$ cat src/hw/spsdr_cfg.svh
// Offsets, field positions, reset values and timing counts of the port
`ifndef SPSDR_CFG_SVH
`define SPSDR_CFG_SVH
`define SPSDR_CMD_LAST 5'h07
`define SPSDR_CMD_WEN_BIT 7
`define SPSDR_CMD_RD_BIT 6
`define SPSDR_CTL_W 16
`define SPSDR_DATA_W 24
`define SPSDR_CTL_LAST 5'h0F
`define SPSDR_DATA_LAST 5'h17
`define SPSDR_REG_STATUS 3'h0
`define SPSDR_REG_MODE 3'h1
`define SPSDR_REG_DATA 3'h4
`define SPSDR_NREGS 8
`define SPSDR_CTL_RST 16'h0000
`define SPSDR_CLKSEL_LSB 2
`define SPSDR_FIFO_DEPTH 8
`define SPSDR_CLK_NS 100
`define SPSDR_OSC_HALF_NS 400
`define SPSDR_OSC_HALF_CYC \
  ((`SPSDR_OSC_HALF_NS + `SPSDR_CLK_NS - 1) / `SPSDR_CLK_NS)
`endif

$ cat src/hw/spsdr_pkg.sv
// Types shared by the serial port with data ready
package spsdr_pkg;
  // Clock source choices, in field order
  typedef enum logic [1:0] {
    CLK_INT, CLK_INT_OUT, CLK_EXT, CLK_XTAL
  } spsdr_clksrc_e;
  // Serial transfer phases
  typedef enum logic [1:0] {ST_CMD, ST_WR, ST_RD} spsdr_state_e;
  // Communications byte
  typedef struct packed {
    logic wen_b;
    logic rd;
    logic [5:0] target_register_field;
  } spsdr_cmd_s;
  // One conversion result
  typedef struct packed {
    logic [23:0] data;
  } spsdr_conv_s;
endpackage : spsdr_pkg

$ cat src/hw/spsdr_top.sv
// Serial host port with data ready, clock select and result FIFO
// How it works
// Four clock sources picked by select field
// Output changes on falling serial clock edge
// Output released while chip select is high
// Idle selected output low means result ready
// Unread ready returns high before next update
// Read shift register loads the addressed register
// Input bit captured on rising serial clock
// Written word goes to addressed control register
// Works with chip select tied low
`timescale 1ns/1ps
`include "spsdr_cfg.svh"

// Result buffer between converter and data register
module spsdr_fifo #(
  parameter int W = 24,
  parameter int DEPTH = 8
) (
  input wire logic core_clk_i,
  input wire logic rst_b_i,
  input wire logic in_valid_i,
  output logic in_ready_o,
  input wire logic [W-1:0] in_data_i,
  output logic out_valid_o,
  input wire logic out_ready_i,
  output logic [W-1:0] out_data_o
);
  localparam int AW = $clog2(DEPTH);
  logic [W-1:0] mem [DEPTH]; // Storage words
  logic [AW-1:0] wr_q; // Write index
  logic [AW-1:0] rd_q; // Read index
  logic [AW:0] cnt_q; // Words held
  logic push;
  logic pop;

  assign in_ready_o = (cnt_q != (AW+1)'(DEPTH));
  assign out_valid_o = (cnt_q != '0);
  assign push = in_valid_i & in_ready_o;
  assign pop = out_valid_o & out_ready_i;
  assign out_data_o = mem[rd_q];

  // Pointers and fill level
  always_ff @(posedge core_clk_i or negedge rst_b_i) begin
    if (!rst_b_i) begin
      wr_q <= '0;
      rd_q <= '0;
      cnt_q <= '0;
    end else begin
      // Wrap by hand so depth need not be a power of two
      if (push) wr_q <= (wr_q == AW'(DEPTH-1)) ? '0 : wr_q + 1'b1;
      if (pop) rd_q <= (rd_q == AW'(DEPTH-1)) ? '0 : rd_q + 1'b1;
      if (push && !pop) cnt_q <= cnt_q + 1'b1;
      else if (pop && !push) cnt_q <= cnt_q - 1'b1;
    end
  end

  // Storage has no reset; contents are qualified by the level
  always_ff @(posedge core_clk_i) begin
    if (push) mem[wr_q] <= in_data_i;
  end
endmodule : spsdr_fifo

module spsdr_top (
  input wire logic core_clk_i,
  input wire logic rst_b_i,
  input wire logic sclk_i,
  input wire logic cs_b_i,
  input wire logic din_i,
  output logic dout_rdy_o,
  output logic dout_rdy_oe_o,
  input wire logic clock_io_pin_i,
  output logic clock_io_pin_o,
  output logic clock_io_pin_oe_o,
  output logic crystal_enable_o,
  output spsdr_pkg::spsdr_clksrc_e clock_source_select_o,
  output logic ext_clk_tick_o,
  input wire logic conv_valid_i,
  output logic conv_ready_o,
  input wire spsdr_pkg::spsdr_conv_s conv_i
);
  // Pin synchronisers: stage 1 feeds stage 2 only
  logic [1:0] sclk_s; // Serial clock sync
  logic [1:0] cs_s; // Select sync
  logic [1:0] din_s; // Data in sync
  logic [1:0] cio_s; // Clock pin sync
  logic sclk_d1_q; // Last serial clock level
  logic cio_d1_q; // Last clock pin level
  logic sclk_rise;
  logic sclk_fall;
  logic cs_act; // Port selected

  // Serial engine state
  spsdr_pkg::spsdr_state_e st_q; // Transfer phase
  logic [4:0] cnt_q; // Bit count in phase
  logic [23:0] sh_in_q; // Input shift register
  logic [23:0] sh_out_q; // Output shift register
  spsdr_pkg::spsdr_cmd_s cmd_q; // Latched command
  spsdr_pkg::spsdr_cmd_s cmd_w; // Command being completed
  logic [15:0] regs_q [`SPSDR_NREGS]; // Control registers
  logic [23:0] data_q; // Data register
  logic rdy_b_q; // Ready, active low
  logic blank_q; // Update pending
  logic dout_q; // Output pin flop
  logic rd_end; // Last bit of a read
  logic wr_end; // Last bit of a write
  logic [23:0] rd_mux; // Word a read would load now

  // Clock select state
  logic [7:0] osc_cnt_q; // Oscillator half period
  logic osc_q; // Internal oscillator model

  // Result buffer outputs
  logic fifo_valid;
  logic fifo_ready;
  spsdr_pkg::spsdr_conv_s fifo_data;

  // Word a read places into the output shift register
  function automatic logic [23:0] rd_word(input logic [2:0] ra);
    if (ra == `SPSDR_REG_DATA) return data_q;
    if (ra == `SPSDR_REG_STATUS) return {rdy_b_q, 23'h000000};
    return {regs_q[ra], 8'h00};
  endfunction : rd_word

  // Last bit index of a read from this register
  function automatic logic [4:0] last_bit(input logic [2:0] ra);
    return (ra == `SPSDR_REG_DATA) ? `SPSDR_DATA_LAST : `SPSDR_CTL_LAST;
  endfunction : last_bit

  assign cmd_w = {sh_in_q[6:0], din_s[1]};
  // A process, not an assign, so it also wakes on what rd_word reads
  always_comb rd_mux = rd_word(cmd_w.target_register_field[2:0]);
  assign sclk_rise = sclk_s[1] & ~sclk_d1_q;
  assign sclk_fall = ~sclk_s[1] & sclk_d1_q;
  assign cs_act = ~cs_s[1];
  assign rd_end = sclk_rise && (st_q == spsdr_pkg::ST_RD) &&
                  (cnt_q == last_bit(cmd_q.target_register_field[2:0]));
  assign wr_end = sclk_rise && (st_q == spsdr_pkg::ST_WR) &&
                  (cnt_q == `SPSDR_CTL_LAST);

  // Two-flop synchronisers and edge history
  always_ff @(posedge core_clk_i or negedge rst_b_i) begin
    if (!rst_b_i) begin
      sclk_s <= 2'h3; // Idle high, so no false rise after reset
      cs_s <= 2'h3;
      din_s <= 2'h0;
      cio_s <= 2'h0;
      sclk_d1_q <= 1'b1; // Matches the synced idle level
      cio_d1_q <= 1'b0;
    end else begin
      sclk_s <= {sclk_s[0], sclk_i};
      cs_s <= {cs_s[0], cs_b_i};
      din_s <= {din_s[0], din_i};
      cio_s <= {cio_s[0], clock_io_pin_i};
      sclk_d1_q <= sclk_s[1];
      cio_d1_q <= cio_s[1];
    end
  end

  // Serial transfer engine; a tied-low select relies on bit counts
  always_ff @(posedge core_clk_i or negedge rst_b_i) begin
    if (!rst_b_i) begin
      st_q <= spsdr_pkg::ST_CMD;
      cnt_q <= 5'h00;
      sh_in_q <= 24'h000000;
      cmd_q <= '0;
    end else if (!cs_act) begin
      // Deselect aborts any half-done transfer
      st_q <= spsdr_pkg::ST_CMD;
      cnt_q <= 5'h00;
    end else if (sclk_rise) begin
      sh_in_q <= {sh_in_q[22:0], din_s[1]};
      cnt_q <= cnt_q + 5'h01;
      case (st_q)
        spsdr_pkg::ST_CMD: begin
          if (cnt_q == `SPSDR_CMD_LAST) begin
            cnt_q <= 5'h00;
            cmd_q <= cmd_w;
            // A set write-enable bit keeps us hunting for a command
            if (!cmd_w.wen_b)
              st_q <= cmd_w.rd ? spsdr_pkg::ST_RD : spsdr_pkg::ST_WR;
          end
        end
        spsdr_pkg::ST_WR: begin
          if (wr_end) begin
            cnt_q <= 5'h00;
            st_q <= spsdr_pkg::ST_CMD;
          end
        end
        spsdr_pkg::ST_RD: begin
          if (rd_end) begin
            cnt_q <= 5'h00;
            st_q <= spsdr_pkg::ST_CMD;
          end
        end
        default: st_q <= spsdr_pkg::ST_CMD;
      endcase
    end
  end

  // Output shift register: loaded at command end, shifted on falls
  always_ff @(posedge core_clk_i or negedge rst_b_i) begin
    if (!rst_b_i) begin
      sh_out_q <= 24'h000000;
    end else if (cs_act && sclk_rise && st_q == spsdr_pkg::ST_CMD &&
                 cnt_q == `SPSDR_CMD_LAST && !cmd_w.wen_b && cmd_w.rd) begin
      sh_out_q <= rd_mux;
    end else if (sclk_fall && st_q == spsdr_pkg::ST_RD) begin
      sh_out_q <= {sh_out_q[22:0], 1'b0};
    end
  end

  // Control register writes; status and data are read-only
  always_ff @(posedge core_clk_i or negedge rst_b_i) begin
    if (!rst_b_i) begin
      for (int i = 0; i < `SPSDR_NREGS; i++) regs_q[i] <= `SPSDR_CTL_RST;
    end else if (cs_act && wr_end &&
                 cmd_q.target_register_field[2:0] != `SPSDR_REG_DATA &&
                 cmd_q.target_register_field[2:0] != `SPSDR_REG_STATUS) begin
      regs_q[cmd_q.target_register_field[2:0]] <=
        {sh_in_q[14:0], din_s[1]};
    end
  end

  // Ready flag and data register update
  // A pending result first forces ready high for one cycle, then loads,
  // so an unread result always shows a high gap before the next one.
  // Updates wait while a read shifts, which is what fills the FIFO.
  always_ff @(posedge core_clk_i or negedge rst_b_i) begin
    if (!rst_b_i) begin
      rdy_b_q <= 1'b1;
      blank_q <= 1'b0;
      data_q <= 24'h000000;
    end else begin
      if (cs_act && rd_end &&
          cmd_q.target_register_field[2:0] == `SPSDR_REG_DATA)
        rdy_b_q <= 1'b1; // Result consumed
      if (blank_q) begin
        data_q <= fifo_data.data;
        rdy_b_q <= 1'b0;
        blank_q <= 1'b0;
      end else if (fifo_valid && st_q != spsdr_pkg::ST_RD) begin
        rdy_b_q <= 1'b1;
        blank_q <= 1'b1;
      end
    end
  end

  // Pin flop: data bits during a read, ready indicator otherwise
  always_ff @(posedge core_clk_i or negedge rst_b_i) begin
    if (!rst_b_i) begin
      dout_q <= 1'b1;
    end else if (st_q == spsdr_pkg::ST_RD) begin
      if (sclk_fall) dout_q <= sh_out_q[23];
    end else begin
      dout_q <= rdy_b_q;
    end
  end

  assign dout_rdy_o = dout_q;
  assign dout_rdy_oe_o = cs_act;
  assign fifo_ready = blank_q;

  // Internal oscillator model: divided core clock
  always_ff @(posedge core_clk_i or negedge rst_b_i) begin
    if (!rst_b_i) begin
      osc_cnt_q <= 8'h00;
      osc_q <= 1'b0;
    end else if (osc_cnt_q == 8'(`SPSDR_OSC_HALF_CYC - 1)) begin
      osc_cnt_q <= 8'h00;
      osc_q <= ~osc_q;
    end else begin
      osc_cnt_q <= osc_cnt_q + 8'h01;
    end
  end

  // Clock source decode from the mode register
  assign clock_source_select_o = spsdr_pkg::spsdr_clksrc_e'(
    regs_q[`SPSDR_REG_MODE][`SPSDR_CLKSEL_LSB +: 2]);
  assign clock_io_pin_o = osc_q;
  assign clock_io_pin_oe_o =
    (clock_source_select_o == spsdr_pkg::CLK_INT_OUT);
  assign crystal_enable_o =
    (clock_source_select_o == spsdr_pkg::CLK_XTAL);
  assign ext_clk_tick_o = cio_s[1] & ~cio_d1_q &
    (clock_source_select_o == spsdr_pkg::CLK_EXT);

  spsdr_fifo #(
    .W(`SPSDR_DATA_W),
    .DEPTH(`SPSDR_FIFO_DEPTH)
  ) u_fifo (
    .core_clk_i(core_clk_i),
    .rst_b_i(rst_b_i),
    .in_valid_i(conv_valid_i),
    .in_ready_o(conv_ready_o),
    .in_data_i(conv_i.data),
    .out_valid_o(fifo_valid),
    .out_ready_i(fifo_ready),
    .out_data_o(fifo_data.data)
  );
endmodule : spsdr_top

$ cat config.mk
export PLATFORM = sky130hd
export DESIGN_NAME = spsdr_top
export DESIGN_NICKNAME = d
export VERILOG_FILES = /design/src/hw/spsdr_pkg.sv /design/src/hw/spsdr_top.sv
export VERILOG_INCLUDE_DIRS = /design/src /design/src/hw
export SDC_FILE = /design/constraint.sdc
export NUM_CORES = 1
export LEC_CHECK = 0
export ABC_AREA = 0
export BUFFER_PORTS_ARGS = -buffer_cell sky130_fd_sc_hd__buf_2
export CORE_ASPECT_RATIO = 0.7
export CORE_MARGIN = 2
export CORE_UTILIZATION = 55
export DETAILED_ROUTE_END_ITERATION = 16
export PLACE_DENSITY = 0.79
export SETUP_SLACK_MARGIN = 0.1
export SLEW_MARGIN = 30
export SYNTH_ARGS = -nofsm -noshare
export SYNTH_HDL_FRONTEND = slang
export SYNTH_SLANG_ARGS = --single-unit
$ cat constraint.sdc
create_clock -name core_clk_i -period 3.9 [get_ports core_clk_i]
set_input_delay 0.39 -clock core_clk_i [delete_from_list [all_inputs] [get_ports core_clk_i]]
set_output_delay 0.39 -clock core_clk_i [all_outputs]
set_load 0.005 [all_outputs]
==> results of run 1 <==
-- kinds of logic after synthesis --
group                    count (synthesis)  share of synthesized area, %
multiplexers                           248                          21.6
AND/OR/NAND/NOR                        124                          4.36
XOR/XNOR                                10                         0.541
adder cells (fa/ha/maj)                 11                         0.897
AO/OA/AOI/OAI                          108                          4.00
flip-flops                             393                          66.7
buffers and inverters                   66                          1.82
-- power groups by stage --
stage          logic [uW]  registers [uW]  clock network (uW)
2_1_floorplan        1810            5210                   0
3_5_place_dp         2220            5530                   0
3_3_place_gp         2180            5500                   0
5_1_grt              2430            5530                3670
4_1_cts              2250            5460                3510
6_report             2230            5450                3440
-- Yosys cell counts (2+ instances only) --
cell type,n
nor3b_1,2
edfxtp_1,192
mux4_2,65
xnor2_1,8
mux2i_1,48
a221o_1,15
a21o_1,4
inv_1,7
and3_1,4
nor4_1,2
nand4b_1,2
or4_1,3
buf_2,16
a21oi_1,74
ha_1,10
buf_4,5
nand3b_4,2
mux2_4,10
or2_2,2
dfstp_2,7
nor3_1,6
nand3_1,5
nor2_1,39
nand2_1,17
nor2b_1,6
nand2b_1,20
o21ai_0,7
a211oi_1,2
mux2_2,121
nand3b_1,3
nor3b_2,2
clkbuf_1,32
dfrtp_1,194
mux2_1,4
xor2_1,2
buf_1,4
-- layout make-up --
type | instances | area (sq um) | area share, %
timing repair buffer | 70 | 449 | 2.49
multi-input combinational | 501 | 5120 | 28.4
clock buffer | 54 | 1060 | 5.87
clock inverter | 10 | 92.6 | 0.513
tap | 378 | 473 | 2.62
sequential | 393 | 10800 | 60.0
inverter | 7 | 26.3 | 0.146
-- routing by layer --
| metal | share of wire, % | vias to the layer above | track usage, % | wire, um |
|---|---|---|---|---|
| met5 | 0 | - | 0 | 0 |
| met4 | 1.7 | 0 | 5.07 | 536 |
| met3 | 5.8 | 46 | 3.97 | 1820 |
| met2 | 47 | 230 | 33.1 | 14700 |
| met1 | 46 | 4469 | 31.9 | 14300 |
| li1 | - | 3776 | - | - |
-- state kept, by name (all words and copies together), names as in the netlist, 3 cells and up --
| register | cells |
|---|---|
| u_fifo.mem | 192 |
| regs_q | 94 |
| data_q | 24 |
| sh_out_q | 24 |
| sh_in_q | 15 |
| osc_cnt_q | 8 |
| cnt_q | 5 |
| u_fifo.cnt_q | 4 |
| cmd_q | 3 |
| u_fifo.rd_q | 3 |
| u_fifo.wr_q | 3 |
-- worst register-to-register path, stage by stage, from the launching register on --
cell     delay (ns)
dfrtp_1        0.39
ha_1           0.26
and3_1         0.18
ha_1           0.17
and3b_1        0.20
nand2_1        0.07
or4b_2         0.95
mux2_4         0.41
-- worst max path at each step --
stage | end | startpoint | cells past startpoint
2_1_floorplan | u_fifo.mem[0][0] | u_fifo.cnt_q[0] | 4
3_3_place_gp | regs_q[91] | cnt_q[0] | 7
3_5_place_dp | regs_q[90] | cnt_q[0] | 7
4_1_cts | regs_q[90] | cnt_q[0] | 7
5_1_grt | regs_q[90] | cnt_q[0] | 7
6_report | regs_q[90] | cnt_q[0] | 7
-- per-stage QoR --
step	util [%]	area [sq um]	total power, uW	setup slack (ns)	hold slack [ns]
2_1_floorplan	-	16200	7010	0.426	0.0944
3_3_place_gp	58.1	16800	7670	1.19	0.333
3_5_place_dp	58.1	16800	7750	1.13	0.342
4_1_cts	62.3	18000	11200	1.10	0.104
5_1_grt	62.3	18000	11600	0.994	0.121
6_report	62.3	18000	11100	1.14	0.125
==> results.cfg, run 1 <==
[status]
status = completed

[power_and_ir_drop]
intPower_uw = 7980
p_leak_uw = 0.00739
power_frac_clock_pct = 30.9
p_sw_share_pct = 28.2
power_density_nw_per_um2 = 617
ir_drop_uv = 691
p_switching_uw = 3140
p_seq_share_pct = 49.0
comb_power_share_pct = 20.0

[yosys]
ys_ff_latch = 393
synth_area_leaders = edfxtp_1, dfrtp_1, mux4_2, mux2_2, mux2i_1
async_flop_share_pct = 51.1
synth_top_area_cell = edfxtp_1
ys_warn_count = 0
syn_nets = 1002
avgSynthCellArea_sq_um = 16.9
synth_edf_count = 192
synth_ff_type = dfrtp_1
netlist_area_sq_um = 16200
synth_top_area_share_pct = 35.6
yosysSeqAreaShare_pct = 66.7
ys_types = 54
syn_inst = 960

[sta]
min_period_over_period_pct = 70.8
setup_viol = 0
max_slew_margin_pct = 38.6
worst_pin_slew_ns = 0.921
fin_skew_ns = 0.0303
hold_viol_final = 0
finalMaxSlewViolations = 0
fmax_mhz = 362
setup-tns-final_ns = 0
rsz0062_at_grt = no
fin_crit_ns = 2.76

[final_layout]
final_layout_size_suffix_gt1_share_pct = 33.4
n_antenna_cell = 0
fin_cells = 1413
fill_cells = 1990
final_common_cell = edfxtp_1
area_delta_synth_final_pct = 11.4
fin_nets = 1050
final_cell_mix = edfxtp_1, dfrtp_1, mux2_2

[critical_path]
cp_top_family = simple AND/OR/NAND/NOR gates
crit_fanout = 16
required_ns = 4.31
critPathMaxStageDelay_ns = 0.95
rr_worst_depth = 7
r2r_end = regs_q[90]
crit_buf_inv = 0
crit_path_frequent_cell = ha_1
critical_path.endpoint_type = flip-flop
r2r-start = cnt_q[0]
path_cells = ha_1 > and3_1 > ha_1 > and3b_1 > nand2_1 > or4b_2 > mux2_4
worstPathArrival_ns = 3.17
criticalPathCategory = reg2reg
cp-start-kind = flip-flop
cpMaxStageDelayCell = or4b_2
r2r_setup_slack_ns = 1.14

[drt]
routed_wl_um = 31300
drc = 0
drtPass1Iterations = 5
drt-wirelength-per-cell_um = 22.2
first_iter_violations = 595
vias_per_cell = 6.03
drtAntennaViolNets = 0
vias = 8521

[die]
num_io_pins = 40
fp.dieW_um = 209
die-area_sq_um = 30800
fp.dieH_um = 148
core_sq_um = 29000
initial_core_util_pct = 55.9
core.rowCount = 52

[min_path]
hp-start = conv_i[22]
min_path_cells = 1
hold_end = u_fifo.mem[4][22]
min_path_type = in2reg

[global_route]
grt_max_degree = 107
grt-ovfl-total = 0
grt_pass1_vias = 8896
grt_usage_pct = 21.3
antenna_found_initial = 0
grt_pass1_wl_um = 50700

[placed_design]
dp_hpwl_um = 18700
io_buffers = 39
place.gp.congestion = 0.765
dp_cells = 1344

[clocking]
cts_tree = done
cts_made_buffers = 35
cts_max_level = 2
clk_path_buf_depth = 3
cts.clk_slew.worst_paths_ns = 0.06
cts-resized-gates = 0
post_cts_buffers = 0
clock_latency_ns = 0.54
clock-root-buffer = clkbuf_16
clock_sinks = 393
hold_buffers = 5

[run]
maxCapViolCount = 0
Note: power is estimated with default switching activity, not from simulation.
==> run 2: changes to the inputs <==
Settings changed: PLACE_DENSITY 0.79 to 0.81.
Clock period 3.9 ns to 2.35 ns, I/O delays scaled along.
==> run 2 against run 1 <==
Net effect: wire length rose by 0.65%; largest cell class unchanged; sequential share of layout area is 2.3 points lower; final cell count grew 3.9%; cell area grew 3.9%.
==> results.cfg, run 2 (synthesis results as in run 1) <==
[sta]
finalMaxSlewViolations = 0
fin_skew_ns = 0.0150
fin_crit_ns = 2.25
hold_viol_final = 0
rsz0062_at_grt = yes
setup_viol = 0
worst_pin_slew_ns = 0.609
fmax_mhz = 444
min_period_over_period_pct = 95.9
max_slew_margin_pct = 59.4

[die]
num_io_pins = 40
core.rowCount = 52
die-area_sq_um = 30800
core_sq_um = 29000
fp.dieH_um = 148
fp.dieW_um = 209
initial_core_util_pct = 55.9

[drt]
drtAntennaViolNets = 0
vias_per_cell = 5.93
drt-wirelength-per-cell_um = 21.5
first_iter_violations = 610
drc = 0
drtPass1Iterations = 5
routed_wl_um = 31500
vias = 8706

[placed_design]
place.gp.congestion = 0.812
io_buffers = 39
dp_hpwl_um = 18900

[final_layout]
fin_nets = 1105
largest_reg_flops = 192
final_cell_mix = edfxtp_1, dfrtp_1, mux2_2
final_common_cell = edfxtp_1
area_delta_synth_final_pct = 15.8
multiInputGateArea_sq_um = 5220
reg_top3 = u_fifo.mem: 192 flops, regs_q: 94 flops
n_antenna_cell = 0
regMostFlops = u_fifo.mem
area.sequential_sq_um = 10800
fin_util_pct = 64.7
final_layout_size_suffix_gt1_share_pct = 34.8
fill_cells = 1950

[min_path]
hp-start = conv_valid_i
hold_end = u_fifo.cnt_q[0]
min_path_cells = 5
min_path_type = in2reg

[critical_path]
r2r_setup_slack_ns = 0.1
critical_path.endpoint_type = flip-flop
worstPathArrival_ns = 2.66
rr_worst_depth = 8
required_ns = 2.76
r2r-start = cnt_q[1]
r2r_end = regs_q[88]
cp-start-kind = flip-flop
criticalPathCategory = reg2reg
crit_fanout = 16

[power_and_ir_drop]
p_leak_uw = 0.00769
power_density_nw_per_um2 = 1000
power.total_uw = 18800
ir_drop_uv = 1120

[run]
maxCapViolCount = 0

[global_route]
grt_pass1_vias = 8972
grt_usage_pct = 21.2
grt_max_degree = 59
grt-ovfl-total = 0
antenna_found_initial = 0
grt_pass1_wl_um = 50500

[clocking]
clk_path_buf_depth = 3
clock_sinks = 393
clock_latency_ns = 0.53
clock-root-buffer = clkbuf_16
cts.clk_slew.worst_paths_ns = 0.06
cts_made_buffers = 36
cts_tree = done
cts_max_level = 2

[status]
status = completed
==> run 2: cell type report <==
class / instances / share of cell area (%)
Inverter: 7 / 0.140
Multi-Input combinational cell: 501 / 27.9
Clock buffer: 54 / 5.34
Tap cell: 378 / 2.52
Timing Repair Buffer: 124 / 5.84
Sequential cell: 393 / 57.7
Clock inverter: 11 / 0.588
==> run 2: repair_timing <==
item	CTS	global route
hold endpoints to repair	243	0
buffers inserted	4	2
resized for setup	4	7
endpoints found under the setup margin	49	43
pin swaps	2	8
hold buffers	29	0
==> run 2: metrics by stage <==
step	setup WS (ns)	instances	cell area, sq um	hold WS (ns)	setup TNS, ns
floorplan	-0.504	960	16300	-0.0606	-39.03
global placement	0.0706	1368	17200	0.242	0
detailed placement	0.0376	1368	17200	0.247	0
CTS	0.100	1466	18700	0.213	0
global route	0.0183	1468	18700	0.279	0
finish	0.0957	1468	18700	0.244	0
==> run 2: worst max path at each step <==
stage / end / start / cells after the start
floorplan: u_fifo.mem[2][0] / u_fifo.cnt_q[0] / 4
finish: regs_q[88] / cnt_q[1] / 8
global route: regs_q[88] / cnt_q[1] / 8
CTS: u_fifo.cnt_q[3] / u_fifo.cnt_q[1] / 9
detailed placement: regs_q[37] / cnt_q[0] / 7
global placement: u_fifo.cnt_q[3] / u_fifo.cnt_q[1] / 9
==> run 2: per-layer routing <==
layer  routed length (um)  vias up  GRT usage [%]  share of wire [%]
li1                     -     3875              -                  -
met1                14500     4570           32.2                 46
met2                14900      218           32.5                 47
met3                 1530       43           3.08                4.9
met4                  556        0           5.71                1.8
met5                    0        -              0                  0
==> run 2: power breakdown <==
group	switching, uW	internal (uW)
combinational	2120	2110
clock	2420	3180
sequential	735	8200
==> run 2: worst max-delay path: stages (launching register included) <==
cell     delay [ns]
dfrtp_1        0.39
ha_4           0.15
and3_4         0.19
ha_4           0.13
and3b_1        0.19
nand2_1        0.07
or4b_4         0.51
buf_12         0.18
mux2_4         0.30
